===== src/core/modbus_server_exception_map_params.svh =====
// constants of the query checker: codes, references, masks, reset values
// assumes the includer works on 8-bit function codes and 16-bit words
`ifndef MODBUS_SERVER_EXCEPTION_MAP_PARAMS_SVH
`define MODBUS_SERVER_EXCEPTION_MAP_PARAMS_SVH

// exception codes returned to the client
`define EXC_ILLEGAL_FUNCTION   8'h01
`define EXC_ILLEGAL_ADDRESS    8'h02
`define EXC_ILLEGAL_VALUE      8'h03
`define EXC_DEVICE_FAILURE     8'h04
`define EXC_DEVICE_BUSY        8'h06

// function codes this block answers
`define FC_READ_COILS          8'h01
`define FC_READ_DISCRETE       8'h02
`define FC_READ_HOLDING        8'h03
`define FC_WRITE_COIL          8'h05
`define FC_WRITE_HOLDING       8'h06
`define FC_DIAGNOSTICS         8'h08
`define DIAG_CLEAR_OVERRUN     16'h0014

// coil write values
`define COIL_ON_VALUE          16'hff00
`define COIL_OFF_VALUE         16'h0000

// holding references of the error registers
`define REF_ERROR_CLEAR        16'h0059
`define REF_FAILED_FUNC        16'h005a
`define REF_FAILURE_REASON     16'h005b
`define REF_FAILED_REG         16'h005c
`define REF_LAST_WRITE         16'h005d
`define REF_LAST_READ          16'h005e

// failure reason values
`define REASON_NONE            8'h00
`define REASON_LIMIT           8'h02
`define REASON_INDEX           8'h03
`define REASON_DATA_TYPE       8'h05
`define REASON_GENERAL         8'h65

// populated references per profile, bit n set = reference n in use
`define COIL_MASK_DRIVES       32'h0000ffff
`define COIL_MASK_ALT          32'h03c33bf3
`define DISC_MASK_DRIVES       32'h00007fff
`define DISC_MASK_ALT          32'h07c1f39b

`define REG_RESET_VALUE        16'h0000
`define CTRL_RESET_VALUE       32'h0000_0000

`endif


===== src/core/modbus_server_exception_map_pkg.sv =====
// types shared by the query checker
// assumes the params header is included by every user of the package
package modbus_server_exception_map_pkg;

    // profile that maps coils and discrete inputs
    typedef enum logic
    {
        PROFILE_DRIVES = 1'b0,
        PROFILE_ALT    = 1'b1
    } profile_t;

    // whole state of the checker
    typedef struct packed
    {
        logic [31:0] coil_word;
        logic [15:0] failed_function_code;
        logic [15:0] failure_reason_code;
        logic [15:0] failed_register_addr;
        logic [15:0] last_good_write_addr;
        logic [15:0] last_good_read_addr;
        logic        resp_valid;
        logic        resp_exception;
        logic [7:0]  resp_func;
        logic [7:0]  resp_exc_code;
        logic [15:0] resp_data;
        logic        overrun_clear;
    } state_t;

endpackage


===== src/core/modbus_server_exception_map.sv =====
// query checker of the embedded fieldbus server: exception answers,
// coil and discrete-input mapping, and the error holding registers
// assumes framing logic on sys_clk hands over one decoded query at a time
//
// Behaviour
// - a function code not handled here answers exception 01h
// - an address outside the populated set answers exception 02h
// - an unacceptable value or quantity answers exception 03h
// - an internal failure answers 04h and records its details
// - while the drive is busy every query answers exception 06h
// - coils are single bits the client reads and writes
// - coils map control bits: 0..15 drives, up to 25 alternate
// - coil and input references equal the wire address, no offset
// - discrete inputs are single bits, read only
// - inputs map status bits: 0..14 drives, up to 26 alternate
// - error registers describe the last failed, last written and last read queries
// - a successful query clears the failure reason to no error
// - writing 1 at reference 89 clears error registers; 0 does nothing
// - the function code of each failed query lands at reference 90
// - reference 91 loads the drive's reason on exception 04h; other exceptions leave it
// - reference 92 holds the last register that failed
// - reference 93 holds the last register written without error
// - reference 94 holds the last register read without error
// - diagnostics subcode 14h clears the overrun counter and flag
`timescale 1ns/1ns
`include "modbus_server_exception_map_params.svh"

module modbus_server_exception_map
(
    input  wire logic                                  sys_clk,
    input  wire logic                                  nrst,
    input  wire modbus_server_exception_map_pkg::profile_t profile_sel,
    input  wire logic                                  query_valid,
    input  wire logic [7:0]                            query_func,
    input  wire logic [15:0]                           query_addr,
    input  wire logic [15:0]                           query_value,
    input  wire logic                                  drive_busy,
    input  wire logic                                  exec_fail,
    input  wire logic [7:0]                            exec_fail_reason,
    input  wire logic [31:0]                           status_word,
    output logic                                       resp_valid,
    output logic                                       resp_exception,
    output logic [7:0]                                 resp_func,
    output logic [7:0]                                 resp_exc_code,
    output logic [15:0]                                resp_data,
    output logic [31:0]                                coil_word,
    output logic                                       ramp_stop_release,
    output logic                                       coast_stop_release,
    output logic                                       quick_stop_release,
    output logic                                       overrun_clear
);
    import modbus_server_exception_map_pkg::*;

    ////////////////////////////////////////////////////////////////////////
    // state and its next value
    state_t      st;
    state_t      next_st;

    // decode helpers, filled by the combinational processes and assigns below
    logic [31:0] coil_mask;
    logic [31:0] disc_mask;
    logic        bit_in_range;
    logic [4:0]  bit_index;
    logic        failed;
    logic        is_write;
    logic [7:0]  exc;
    logic [15:0] read_data;
    logic [15:0] hold_value;
    logic        hold_known;
    logic        hold_writable;

    ////////////////////////////////////////////////////////////////////////
    // profile masks: one setting steers both bit spaces together
    always_comb
    begin
        if (profile_sel == PROFILE_ALT)
        begin
            coil_mask = `COIL_MASK_ALT;
            disc_mask = `DISC_MASK_ALT;
        end
        else
        begin
            coil_mask = `COIL_MASK_DRIVES;
            disc_mask = `DISC_MASK_DRIVES;
        end
    end

    // references are used as bit numbers directly, no offset removed
    assign bit_in_range = (query_addr[15:5] == 11'h000);
    assign bit_index    = query_addr[4:0];

    ////////////////////////////////////////////////////////////////////////
    // holding register read port; the clear trigger always reads zero
    // since it only acts at the moment of the write
    always_comb
    begin
        hold_known    = 1'b1;
        hold_writable = 1'b0;
        hold_value    = `REG_RESET_VALUE;
        case (query_addr)
            `REF_ERROR_CLEAR:
            begin
                hold_writable = 1'b1;
                hold_value    = `REG_RESET_VALUE;
            end
            `REF_FAILED_FUNC:    hold_value = st.failed_function_code;
            `REF_FAILURE_REASON: hold_value = st.failure_reason_code;
            `REF_FAILED_REG:     hold_value = st.failed_register_addr;
            `REF_LAST_WRITE:     hold_value = st.last_good_write_addr;
            `REF_LAST_READ:      hold_value = st.last_good_read_addr;
            default:             hold_known = 1'b0;
        endcase
    end

    ////////////////////////////////////////////////////////////////////////
    // query check: busy first, then function, address, value, and only
    // then the drive's own failure report, so 04h means the action ran
    always_comb
    begin
        exc       = 8'h00;
        is_write  = 1'b0;
        read_data = 16'h0000;
        case (query_func)
            `FC_READ_COILS:
            begin
                if (!bit_in_range || !coil_mask[bit_index])
                    exc = `EXC_ILLEGAL_ADDRESS;
                else if (query_value != 16'h0001)
                    exc = `EXC_ILLEGAL_VALUE;
                read_data = {15'h0000, st.coil_word[bit_index]};
            end
            `FC_WRITE_COIL:
            begin
                is_write = 1'b1;
                if (!bit_in_range || !coil_mask[bit_index])
                    exc = `EXC_ILLEGAL_ADDRESS;
                else if (query_value != `COIL_ON_VALUE &&
                         query_value != `COIL_OFF_VALUE)
                    exc = `EXC_ILLEGAL_VALUE;
                read_data = query_value;                  // echo
            end
            // the input space has only this read path: no write code
            // reaches it, so a write there falls to illegal function
            `FC_READ_DISCRETE:
            begin
                if (!bit_in_range || !disc_mask[bit_index])
                    exc = `EXC_ILLEGAL_ADDRESS;
                else if (query_value != 16'h0001)
                    exc = `EXC_ILLEGAL_VALUE;
                read_data = {15'h0000, status_word[bit_index]};
            end
            `FC_READ_HOLDING:
            begin
                if (!hold_known)
                    exc = `EXC_ILLEGAL_ADDRESS;
                else if (query_value != 16'h0001)
                    exc = `EXC_ILLEGAL_VALUE;
                read_data = hold_value;
            end
            `FC_WRITE_HOLDING:
            begin
                is_write = 1'b1;
                if (!hold_known || !hold_writable)
                    exc = `EXC_ILLEGAL_ADDRESS;
                else if (query_value > 16'h0001)
                    exc = `EXC_ILLEGAL_VALUE;
                read_data = query_value;                  // echo
            end
            `FC_DIAGNOSTICS:
            begin
                // only the overrun clear subcode is served here
                if (query_addr != `DIAG_CLEAR_OVERRUN)
                    exc = `EXC_ILLEGAL_VALUE;
                read_data = query_value;                  // echo
            end
            default:
                exc = `EXC_ILLEGAL_FUNCTION;
        endcase
        // failure of the action itself only counts for a valid query
        if (exc == 8'h00 && exec_fail)
            exc = `EXC_DEVICE_FAILURE;
        // a busy drive refuses everything, whatever the query holds
        if (drive_busy)
            exc = `EXC_DEVICE_BUSY;
    end

    assign failed = (exc != 8'h00);

    ////////////////////////////////////////////////////////////////////////
    // next state: coil writes, error register upkeep, response capture
    always_comb
    begin
        next_st               = st;
        next_st.resp_valid    = 1'b0;
        next_st.overrun_clear = 1'b0;
        if (query_valid)
        begin
            next_st.resp_valid     = 1'b1;
            next_st.resp_func      = query_func;
            next_st.resp_exception = failed;
            next_st.resp_exc_code  = exc;
            next_st.resp_data      = failed ? 16'h0000 : read_data;
            if (failed)
            begin
                // the error registers follow the query just handled
                next_st.failed_function_code =
                    {8'h00, query_func};
                next_st.failed_register_addr = query_addr;
                if (exc == `EXC_DEVICE_FAILURE)
                    next_st.failure_reason_code =
                        {8'h00, exec_fail_reason};
            end
            else
            begin
                next_st.failure_reason_code =
                    {8'h00, `REASON_NONE};
                if (query_func == `FC_WRITE_COIL)
                    next_st.coil_word[bit_index] =
                        (query_value == `COIL_ON_VALUE);
                if (query_func == `FC_DIAGNOSTICS)
                    next_st.overrun_clear = 1'b1;
                if (is_write && query_func != `FC_DIAGNOSTICS)
                    next_st.last_good_write_addr = query_addr;
                if (!is_write && query_func != `FC_DIAGNOSTICS)
                    next_st.last_good_read_addr = query_addr;
                // clear trigger: 1 wipes the error registers, 0 is a no-op;
                // the clear beats the write-address update of this query
                if (query_func == `FC_WRITE_HOLDING &&
                    query_value == 16'h0001)
                begin
                    next_st.failed_function_code = `REG_RESET_VALUE;
                    next_st.failure_reason_code  = `REG_RESET_VALUE;
                    next_st.failed_register_addr = `REG_RESET_VALUE;
                    next_st.last_good_write_addr = `REG_RESET_VALUE;
                    next_st.last_good_read_addr  = `REG_RESET_VALUE;
                end
            end
        end
    end

    ////////////////////////////////////////////////////////////////////////
    // state register, constants only under reset
    always_ff @(posedge sys_clk or negedge nrst)
    begin
        if (!nrst)
        begin
            st                      <= '0;
            st.coil_word            <= `CTRL_RESET_VALUE;
            st.failed_function_code <= `REG_RESET_VALUE;
            st.failure_reason_code  <= `REG_RESET_VALUE;
            st.failed_register_addr <= `REG_RESET_VALUE;
            st.last_good_write_addr <= `REG_RESET_VALUE;
            st.last_good_read_addr  <= `REG_RESET_VALUE;
        end
        else
        begin
            st <= next_st;
        end
    end

    ////////////////////////////////////////////////////////////////////////
    // outputs, all straight from the state register
    assign resp_valid     = st.resp_valid;
    assign resp_exception = st.resp_exception;
    assign resp_func      = st.resp_func;
    assign resp_exc_code  = st.resp_exc_code;
    assign resp_data      = st.resp_data;
    assign coil_word      = st.coil_word;
    assign overrun_clear  = st.overrun_clear;

    // stop releases are the low coils; under the alternate profile these
    // coils carry other commands, so the drive must qualify by profile
    assign ramp_stop_release  = st.coil_word[0];
    assign coast_stop_release = st.coil_word[1];
    assign quick_stop_release = st.coil_word[2];

endmodule


===== config.mk =====
export PLATFORM = sky130hd
export DESIGN_NAME = modbus_server_exception_map
export DESIGN_NICKNAME = d
export VERILOG_FILES = /design/src/core/modbus_server_exception_map_pkg.sv /design/src/core/modbus_server_exception_map.sv
export VERILOG_INCLUDE_DIRS = /design/src /design/src/core
export SDC_FILE = /design/constraint.sdc
export NUM_CORES = 1
export LEC_CHECK = 0
export BUFFER_PORTS_ARGS = -buffer_cell sky130_fd_sc_hd__buf_2
export CELL_PAD_IN_SITES_DETAIL_PLACEMENT = 0
export CELL_PAD_IN_SITES_GLOBAL_PLACEMENT = 1
export CORE_MARGIN = 2
export CORE_UTILIZATION = 30
export CTS_BUF_LIST = sky130_fd_sc_hd__clkbuf_4
export CTS_CLUSTER_SIZE = 28
export DETAILED_ROUTE_END_ITERATION = 7
export HOLD_SLACK_MARGIN = 0.02
export PLACE_DENSITY_LB_ADDON = 0.1
export SLEW_MARGIN = 10
export SYNTH_ARGS = -nofsm -noshare
export SYNTH_HDL_FRONTEND = slang
export SYNTH_SLANG_ARGS = --single-unit
export TNS_END_PERCENT = 10

===== constraint.sdc =====
create_clock -name sys_clk -period 1.7 [get_ports sys_clk]
set_input_delay 0.255 -clock sys_clk [delete_from_list [all_inputs] [get_ports sys_clk]]
set_output_delay 0.255 -clock sys_clk [all_outputs]
set_load 0.005 [all_outputs]

==> results of run 1 <==
-- per-layer routing --
metal / track usage [%] / wire length [um] / up-vias
li1: - / - / 2902
met1: 24.7 / 10400 / 3009
met2: 31.7 / 11000 / 160
met3: 2.97 / 913 / 18
met4: 5.06 / 279 / 0
met5: 0 / 0 / -
-- repair_timing --
item | 4_1_cts | 5_1_grt
pin swaps | 17 | 12
setup buffers | 4 | 2
hold endpoints to repair | 135 | 0
hold buffers | 10 | 0
gates resized for setup | 42 | 29
cloned | 0 | 1
setup endpoints to repair | 107 | 107
-- registers in the layout (all words and copies together), names as in the netlist --
name / cells
st: 64
overrun_clear: 1
resp_data: 16
resp_exception: 1
coil_word: 32
resp_valid: 1
resp_func: 8
resp_exc_code: 3
-- report_power, final --
group	switching (mW)	internal [mW]
sequential	0.0777	3.10
combinational	0.434	0.478
clock	1.21	0.867
total	1.72	4.44
-- how the worst max path moves through the flow --
| stage | slack [ps] | cells after the start | to | startpoint |
|---|---|---|---|---|
| after floorplan | -1200 | 10 | st[100]$_DFFE_PN0P_ | query_addr[8] |
| after global placement | -1620 | 12 | coil_word[24]$_DFFE_PN0P_ | query_addr[12] |
| final | -780 | 12 | coil_word[0]$_DFFE_PN0P_ | query_addr[11] |
| after CTS | -820 | 11 | coil_word[24]$_DFFE_PN0P_ | query_addr[15] |
| after detailed placement | -1590 | 12 | coil_word[23]$_DFFE_PN0P_ | query_addr[12] |
| after global routing | -780 | 11 | coil_word[24]$_DFFE_PN0P_ | query_addr[11] |
-- through the flow --
| step | hold WS (ps) | instances | utilization (%) | area, um2 | total power, mW |
|---|---|---|---|---|---|
| global route | 34.5 | 1270 | 42.0 | 9810 | 6.47 |
| floorplan | -40.6 | 676 | - | 7110 | 3.60 |
| CTS | 25.5 | 1266 | 41.4 | 9660 | 6.24 |
| global placement | 338 | 1221 | 39.0 | 9100 | 4.08 |
| detailed placement | 333 | 1221 | 39.0 | 9100 | 4.10 |
| finish | 75.6 | 1270 | 42.0 | 9810 | 6.16 |
-- worst max-delay path: stages --
cell	delay, ps
buf_6	90
or4_4	530
or3_4	470
nor3_4	140
a2bb2oi_2	220
buf_4	160
nand2_4	50
nor4_4	260
buf_4	190
clkbuf_16	160
nand3_1	90
mux2_2	280
-- area by class of cell --
cell class	count	area (um2)	area share (%)
Antenna cell	1	2.50	0.0255
Sequential cell	126	3150	32.1
Multi-Input combinational cell	415	3410	34.8
Clock buffer	17	128	1.30
Tap cell	319	399	4.07
Clock inverter	15	144	1.47
Timing Repair Buffer	357	2500	25.5
Inverter	20	75.1	0.765
-- cells in the final DEF, fill, tap and decap left out, drive strengths merged, types with 3 or more instances in the layout --
cell type	netlist	routed
nand2b	6	6
a21oi	12	12
mux4	18	18
nand4	6	6
or3	5	5
inv	20	24
nor3	11	11
conb	1	5
o2bb2ai	3	3
dlygate4sd3	0	10
a22oi	8	8
o211ai	3	3
a222oi	16	16
or2	3	3
a22o	24	24
nor2	27	27
nor2b	13	13
and4	3	3
or4	3	3
buf	73	346
nor4	11	11
and3	3	3
mux2	50	50
nand2	49	49
dfrtp	126	126
nand3	41	41
clkinv	0	7
o21ai	37	37
clkbuf	42	18
a31oi	3	3
a21o	8	8
and2	23	23
-- cells by family (layout without fill, tap and decap cells) --
family,after synthesis,in the layout,share of synthesized area (%)
and+or+nand+nor,213,213,16.7
buffers and inverters,135,409,10.9
AOI/OAI and AO/OA,127,127,13.8
DFF,126,126,44.6
muxes,69,69,13.8
adders and majority gates,1,1,0.142
other,1,6,0.0531
==> impl_metrics.toml, run 1 <==
[global_routing]
grt_max_degree = 86
grt_pass1_vias = 6273
grtUsageTotal_pct = 18.7
antenna_found_initial = 1
grt_pass1_wl_um = 35100
grt_overflow = 0

[final_layout]
drive_gt1_share_pct = 53.4
nFillCells = 2309
syn2layout_area_growth_pct = 38.8
nets = 1023

[critical_path]
startpoint_type = "primary input"
required_ps = 2120
r2r-end = "resp_data[0]$_DFFE_PN0P_"
reg2regPathDepth = 9
r2r-start = "coil_word[10]$_DFFE_PN0P_"
crit_path_end_kind = "flop"
critPathKind = "primary input to flop"
cp.arrival_ps = 2900
cp_max_fo = 8
r2r_slack_ps = -490

[logic_synthesis]
synth-edff-count = 0
postSynthCellCount = 672
yosys_warnings = 0
syn_avg_cell_area_um2 = 10.5
synth-seq-area-share_pct = 44.6
synth.area.top_cells = "dfrtp_1 (45%), mux2_2 (7.5%), buf_4 (6.8%)"
ys_types = 62
synthesis.area_um2 = 7070
synth_most_common_cell = "dfrtp_1"
yosysTopAreaCell = "dfrtp_1"
synth_seq_cells = 126
netlist_top_cells_count = "dfrtp_1 (126), buf_4 (64), nand2_1 (49)"
synth_top_area_share_pct = 44.6
synth_top_flop_cell = "dfrtp_1"
ys_async_sr_fraction_pct = 100

[power_and_ir_drop]
powerDensity_nw_per_um2 = 628
p_leak_nw = 4.70
max-vdd-ir-drop_v = 0.000297

[placed_design]
place_hpwl_um = 17500
io_buffers = 150
pre_cts_slack_ps = -1590
place_congestion = 0.855

[floorplan]
initial_core_util_pct = 30.3
fp.dieH_um = 157
die-width_um = 157
core_area_um2 = 23300
die-area_um2 = 24800
num_rows = 56
num_io_pins = 156

[clocking]
numCtsBuffers = 17
cts_tree = "yes"
path_clk_slew_ps = 110
cts.sinks = 126
root_buffer = "clkbuf_4"
cts_buffer_depth = 2
htreeDepth = 4
worstSkewPairLatency_ps = 530

[status]
status = "finished with violations"
violations = "negative setup slack"

[min_path]
holdPathStages = 4
hold_start = "exec_fail_reason[2]"
hold_path.class = "primary input to flop"
holdPathEnd = "st[85]$_DFFE_PN0P_"

[sta]
setup_viol = 107
setup_ws_ps = -777
maxSlewViolCount = 0
min_period_over_period_pct = 146
hold_viol_final = 0
rsz0062_at_grt = "true"
setup-tns-final_ps = -72180
worst_pin_slew_ps = 565
fmax_mhz = 404
skew_ps = 9.47
period_minus_slack_ps = 2480
slew_headroom_pct = 62.3

[detailed_routing]
avgViaCountPerCell = 4.79
first_pass_iters = 6
postRouteAntennaNets = 0
wl_um = 22600
vias = 6089
drc_errors = 0
avgRoutedWirePerCell_um = 17.8
drtIter0Drc = 311

[flow_run]
cap_viol_max_count = 0
(Power assumes the default switching activity.)
==> run 2: changes to the inputs <==
--- a/config.mk
+++ b/config.mk
@@ -6,7 +6,7 @@
 export SDC_FILE = /design/constraint.sdc
 export NUM_CORES = 1
 export LEC_CHECK = 0
-export BUFFER_PORTS_ARGS = -buffer_cell sky130_fd_sc_hd__buf_2
+export BUFFER_PORTS_ARGS = -buffer_cell sky130_fd_sc_hd__clkbuf_2
 export CELL_PAD_IN_SITES_DETAIL_PLACEMENT = 0
 export CELL_PAD_IN_SITES_GLOBAL_PLACEMENT = 1
 export CORE_MARGIN = 2
@@ -14,10 +14,10 @@
 export CTS_BUF_LIST = sky130_fd_sc_hd__clkbuf_4
 export CTS_CLUSTER_SIZE = 28
 export DETAILED_ROUTE_END_ITERATION = 7
+export GPL_TIMING_DRIVEN = 0
 export HOLD_SLACK_MARGIN = 0.02
 export PLACE_DENSITY_LB_ADDON = 0.1
 export SLEW_MARGIN = 10
 export SYNTH_ARGS = -nofsm -noshare
 export SYNTH_HDL_FRONTEND = slang
 export SYNTH_SLANG_ARGS = --single-unit
-export TNS_END_PERCENT = 10
==> impl_metrics.toml, run 2 (synthesized netlist as in run 1, its figures left out) <==
[final_layout]
design_area_um2 = 10100
nFillCells = 2340
drive_gt1_share_pct = 53.6
layout_common_cells = "clkbuf_2 (153), dfrtp_1 (126), buf_4 (79), nand2_1 (46), buf_6 (27)"
seq_area_um2 = 3150
syn2layout_area_growth_pct = 42.5
utilization_pct = 43.2
stdcell_count = 1241
layout_commonest_cell = "clkbuf_2"
largest_reg_flops = 64
nets = 994
multi_input_area_um2 = 3810
largest_register = "st"

[floorplan]
die-width_um = 157
die-area_um2 = 24800
initial_core_util_pct = 30.3
num_rows = 56
fp.dieH_um = 157
core_area_um2 = 23300
num_io_pins = 156

[detailed_routing]
avgViaCountPerCell = 4.92
avgRoutedWirePerCell_um = 19.2
drc_errors = 0
vias = 6100
wl_um = 23800
postRouteAntennaNets = 0
first_pass_iters = 5
drtIter0Drc = 387

[placed_design]
place_congestion = 0.818
placed_cells = 1144
placed_area_um2 = 8360
place_hpwl_um = 17200
io_buffers = 147

[clocking]
cts.sinks = 126
root_buffer = "clkbuf_4"
cts_tree = "yes"
htreeDepth = 4
worstSkewPairLatency_ps = 550
numCtsBuffers = 17
cts_buffer_depth = 2
path_clk_slew_ps = 110

[status]
status = "finished with violations"
violations = "negative setup slack"

[critical_path]
critPathMaxStageDelay_ps = 530
cp.arrival_ps = 2980
crit_path_end_kind = "flop"
cp_max_fo = 5
r2r_slack_ps = -640
required_ps = 2110
crit_chain = "buf_6, or4_4, or3_4, nor2b_4, or3b_4, a31oi_4, buf_6, nor3_4, nand4_1, buf_6, buf_6, mux2_4"
cp_common_cell = "buf_6"
slowest_stage = "or4_4"
critPathKind = "primary input to flop"
startpoint_type = "primary input"

[sta]
slew_headroom_pct = 46.4
min_period_over_period_pct = 151
fmax_mhz = 389
hold_ws_ps = 83.1
setup_ws_ps = -870
setup_viol = 107
hold_viol_final = 0
rsz0062_at_grt = "true"
maxSlewViolCount = 0
period_minus_slack_ps = 2570
worst_pin_slew_ps = 801
skew_ps = 21.5

[global_routing]
grt_max_degree = 91
antenna_found_initial = 1
grtUsageTotal_pct = 19.5
grt_pass1_wl_um = 36500
grt_overflow = 0
grt_pass1_vias = 6476

[power_and_ir_drop]
powerDensity_nw_per_um2 = 633
p_leak_nw = 4.68
max-vdd-ir-drop_v = 0.000440

[flow_run]
cap_viol_max_count = 0

[min_path]
hold_path.class = "primary input to flop"
## run 2: cell count changes in the layout (fill, tap and decap cells not counted), moves of 17 or more
cell      before  now
buf_4        184   79
buf_6         10   27
buf_2        144    2
and2_1        23    3
mux2_4         4   24
clkbuf_2       0  153
clkbuf_1       0   26
and2_4         0   20
mux2_2        46   26
## run 2: final timing paths
path,from,cells past startpoint,to
max,query_addr[8],12,st[53]$_DFFE_PN0P_
min,exec_fail_reason[1],4,st[84]$_DFFE_PN0P_
max reg2reg,coil_word[0]$_DFFE_PN0P_,8,resp_data[0]$_DFFE_PN0P_
min reg2reg,coil_word[30]$_DFFE_PN0P_,1,coil_word[30]$_DFFE_PN0P_
max in group asynchronous,nrst,3,coil_word[5]$_DFFE_PN0P_
min in group asynchronous,nrst,2,resp_data[11]$_DFFE_PN0P_
## run 2: routing by layer
layer | share of wire (%) | vias to the layer above | track usage (%)
li1 | - | 2846 | -
met1 | 44 | 3063 | 25.3
met2 | 49 | 166 | 32.7
met3 | 4.6 | 25 | 4.02
met4 | 2.3 | 0 | 6.19
met5 | 0 | - | 0
## run 2: critical path: cells and delay by family
family          cells  cell delay (ps)
mux                 1              300
simple gates        6             1740
buf+inv             4              480
compound gates      1              190
## run 2: metrics by stage
| stage | setup slack [ps] | setup TNS [ps] | total power, mW |
|---|---|---|---|
| detailed placement | -2590 | -231660 | 4.00 |
| finish | -870 | -81060 | 6.37 |
| global route | -874 | -82650 | 6.67 |
| global placement | -2540 | -436300 | 3.98 |
| CTS | -806 | -77300 | 6.39 |
| floorplan | -1200 | -113680 | 3.62 |
## run 2: layout make-up
| class | count | share of cell area, % |
|---|---|---|
| Multi-Input combinational cell | 415 | 37.8 |
| Clock inverter | 14 | 1.68 |
| Buffer | 112 | 7.63 |
| Inverter | 20 | 0.746 |
| Clock buffer | 17 | 1.27 |
| Antenna cell | 2 | 0.0497 |
| Timing Repair Buffer | 216 | 15.5 |
| Tap cell | 319 | 3.96 |
| Sequential cell | 126 | 31.3 |
## run 2: power by group
group | leakage (nW) | internal, mW | switching (mW)
combinational | 2.84 | 0.469 | 0.459
sequential | 1.68 | 3.10 | 0.0888
clock | 0.158 | 1.01 | 1.24
total | 4.68 | 4.58 | 1.79
## run 2: repair_timing
item / 4_1_cts / 5_1_grt
endpoints found under the hold margin: 82 / 0
gates cloned: 4 / 3
pin swaps: 24 / 32
setup buffers: 30 / 13
resized for setup: 140 / 75
endpoints found under the setup margin: 107 / 107
hold buffers: 19 / 0
==> run 3: changes to the inputs <==
--- a/config.mk
+++ b/config.mk
@@ -11,13 +11,13 @@
 export CELL_PAD_IN_SITES_GLOBAL_PLACEMENT = 1
 export CORE_MARGIN = 2
 export CORE_UTILIZATION = 30
-export CTS_BUF_LIST = sky130_fd_sc_hd__clkbuf_4
+export CTS_BUF_LIST = sky130_fd_sc_hd__clkbuf_8
 export CTS_CLUSTER_SIZE = 28
 export DETAILED_ROUTE_END_ITERATION = 7
 export GPL_TIMING_DRIVEN = 0
 export HOLD_SLACK_MARGIN = 0.02
 export PLACE_DENSITY_LB_ADDON = 0.1
-export SLEW_MARGIN = 10
+export SKIP_LAST_GASP = 1
 export SYNTH_ARGS = -nofsm -noshare
 export SYNTH_HDL_FRONTEND = slang
 export SYNTH_SLANG_ARGS = --single-unit
==> impl_metrics.toml, run 3 (synthesized netlist as in run 1, its figures left out) <==
[status]
status = "finished with violations"
violations = "negative setup slack"

[global_routing]
grt_pass1_wl_um = 35200
grt_pass1_vias = 6185
antenna_found_initial = 0
grtUsageTotal_pct = 19.0
grt_max_degree = 91
grt_overflow = 0

[detailed_routing]
vias = 6015
wl_um = 23400
drc_errors = 0
postRouteAntennaNets = 0
avgViaCountPerCell = 4.93
first_pass_iters = 5
avgRoutedWirePerCell_um = 19.2
drtIter0Drc = 399

[floorplan]
core_area_um2 = 23300
num_rows = 56
fp.dieH_um = 157
num_io_pins = 156
die-area_um2 = 24800
initial_core_util_pct = 30.3
die-width_um = 157

[clocking]
cts.sinks = 126
htreeDepth = 4
numCtsBuffers = 17
cts_buffer_depth = 2
path_clk_slew_ps = 80
root_buffer = "clkbuf_8"
worstSkewPairLatency_ps = 450
cts_tree = "yes"

[critical_path]
slowest_stage = "or4_4"
startpoint_type = "primary input"
crit_chain = "buf_6, or4_4, or3_4, nor3_4, a2bb2oi_4, nand4bb_4, or2_4, o41ai_4, buf_12, clkbuf_16, a22o_2"
cp.arrival_ps = 3100
critPathMaxStageDelay_ps = 540
required_ps = 2080
cp_max_fo = 6
crit_path_end_kind = "flop"
critPathKind = "primary input to flop"

[sta]
skew_ps = 12.3
period_minus_slack_ps = 2710
fmax_mhz = 369
setup_viol = 107
rsz0062_at_grt = "true"
setup_ws_ps = -1010
slew_headroom_pct = 40.9
min_period_over_period_pct = 160
maxSlewViolCount = 0
worst_pin_slew_ps = 882
hold_viol_final = 0

[flow_run]
cap_viol_max_count = 0

[final_layout]
nets = 975
layout_common_cells = "clkbuf_2 (152), dfrtp_1 (126), buf_4 (84), nand2_1 (48), mux2_2 (33)"
largest_register = "st"
multi_input_area_um2 = 3650
antenna_cells = 0
syn2layout_area_growth_pct = 37.8
utilization_pct = 41.7
seq_area_um2 = 3150
nFillCells = 2339
layout_commonest_cell = "clkbuf_2"
drive_gt1_share_pct = 51.9
largest_reg_flops = 64

[power_and_ir_drop]
power_mw = 6.69
p_leak_nw = 4.53
powerDensity_nw_per_um2 = 687
max-vdd-ir-drop_v = 0.000455

[placed_design]
io_buffers = 147
place_congestion = 0.818
place_hpwl_um = 17100

[min_path]
hold_path.class = "primary input to flop"
[run 3: cell count changes in the layout (fill, tap and decap cells not counted), sizes merged]
cell	previous run	this run
clkinv	8	6
dlygate4sd3	19	5
bufinv	3	2
inv	21	23
diode	2	0
buf	122	119
clkbuf	204	203
[run 3: layout make-up]
class / instances / share of cell area, %
timing repair buffer: 196 / 13.5
multi-input combinational: 415 / 37.4
buffer: 113 / 7.87
sequential: 126 / 32.4
clock inverter: 13 / 1.43
clock buffer: 18 / 2.54
tap: 319 / 4.10
inverter: 20 / 0.771
[run 3: final timing paths]
path / startpoint / end / slack [ps] / cells after the start
max: query_addr[11] / st[72]$_DFFE_PN0P_ / -1010 / 11
min: query_addr[10] / st[77]$_DFFE_PN0P_ / 50 / 2
max reg2reg: coil_word[0]$_DFFE_PN0P_ / resp_data[0]$_DFFE_PN0P_ / -800 / 8
min reg2reg: coil_word[31]$_DFFE_PN0P_ / coil_word[31]$_DFFE_PN0P_ / 490 / 1
max in group asynchronous: nrst / coil_word[7]$_DFFE_PN0P_ / 620 / 3
min in group asynchronous: nrst / resp_data[12]$_DFFE_PN0P_ / 270 / 2
[run 3: through the flow]
step | hold slack (ps) | instance area [um2] | instances | setup slack, ps | setup TNS (ps)
floorplan | -40.6 | 7170 | 676 | -1200 | -113680
global placement | 465 | 8310 | 1142 | -2540 | -436300
detailed placement | 188 | 8350 | 1143 | -2580 | -231210
CTS | 21.7 | 9250 | 1203 | -995 | -97250
global route | 20.0 | 9740 | 1220 | -1010 | -94350
finish | 53.0 | 9740 | 1220 | -1010 | -91910
[run 3: report_power, final]
group	switching (mW)	leakage, nW	internal (mW)	total (mW)
registers	0.0824	1.68	3.10	3.18
clock network	1.29	0.195	1.34	2.63
logic	0.446	2.65	0.432	0.878
total	1.82	4.53	4.87	6.69
[run 3: layer usage]
metal / share of wire (%) / vias to the layer above / wire (um) / GRT usage [%]
met1: 44 / 3003 / 10300 / 24.6
met5: 0 / - / 0 / 0
met4: 2.2 / 0 / 516 / 6.32
met3: 4.4 / 26 / 1040 / 3.88
li1: - / 2815 / - / -
met2: 49 / 171 / 11500 / 31.6
[run 3: worst max-delay path: cells and delay by family]
family | cells | cell delay, ps
buffers and inverters | 3 | 420
AND/OR/NAND/NOR | 5 | 1640
AO/OA/AOI/OAI | 3 | 760
[run 3: timing repair]
action	CTS	global route
pin swaps	16	26
buffers inserted	27	12
hold buffers	1	4
endpoints found under the hold margin	36	4
gates cloned	2	4
gates resized for setup	65	105
endpoints found under the setup margin	107	107
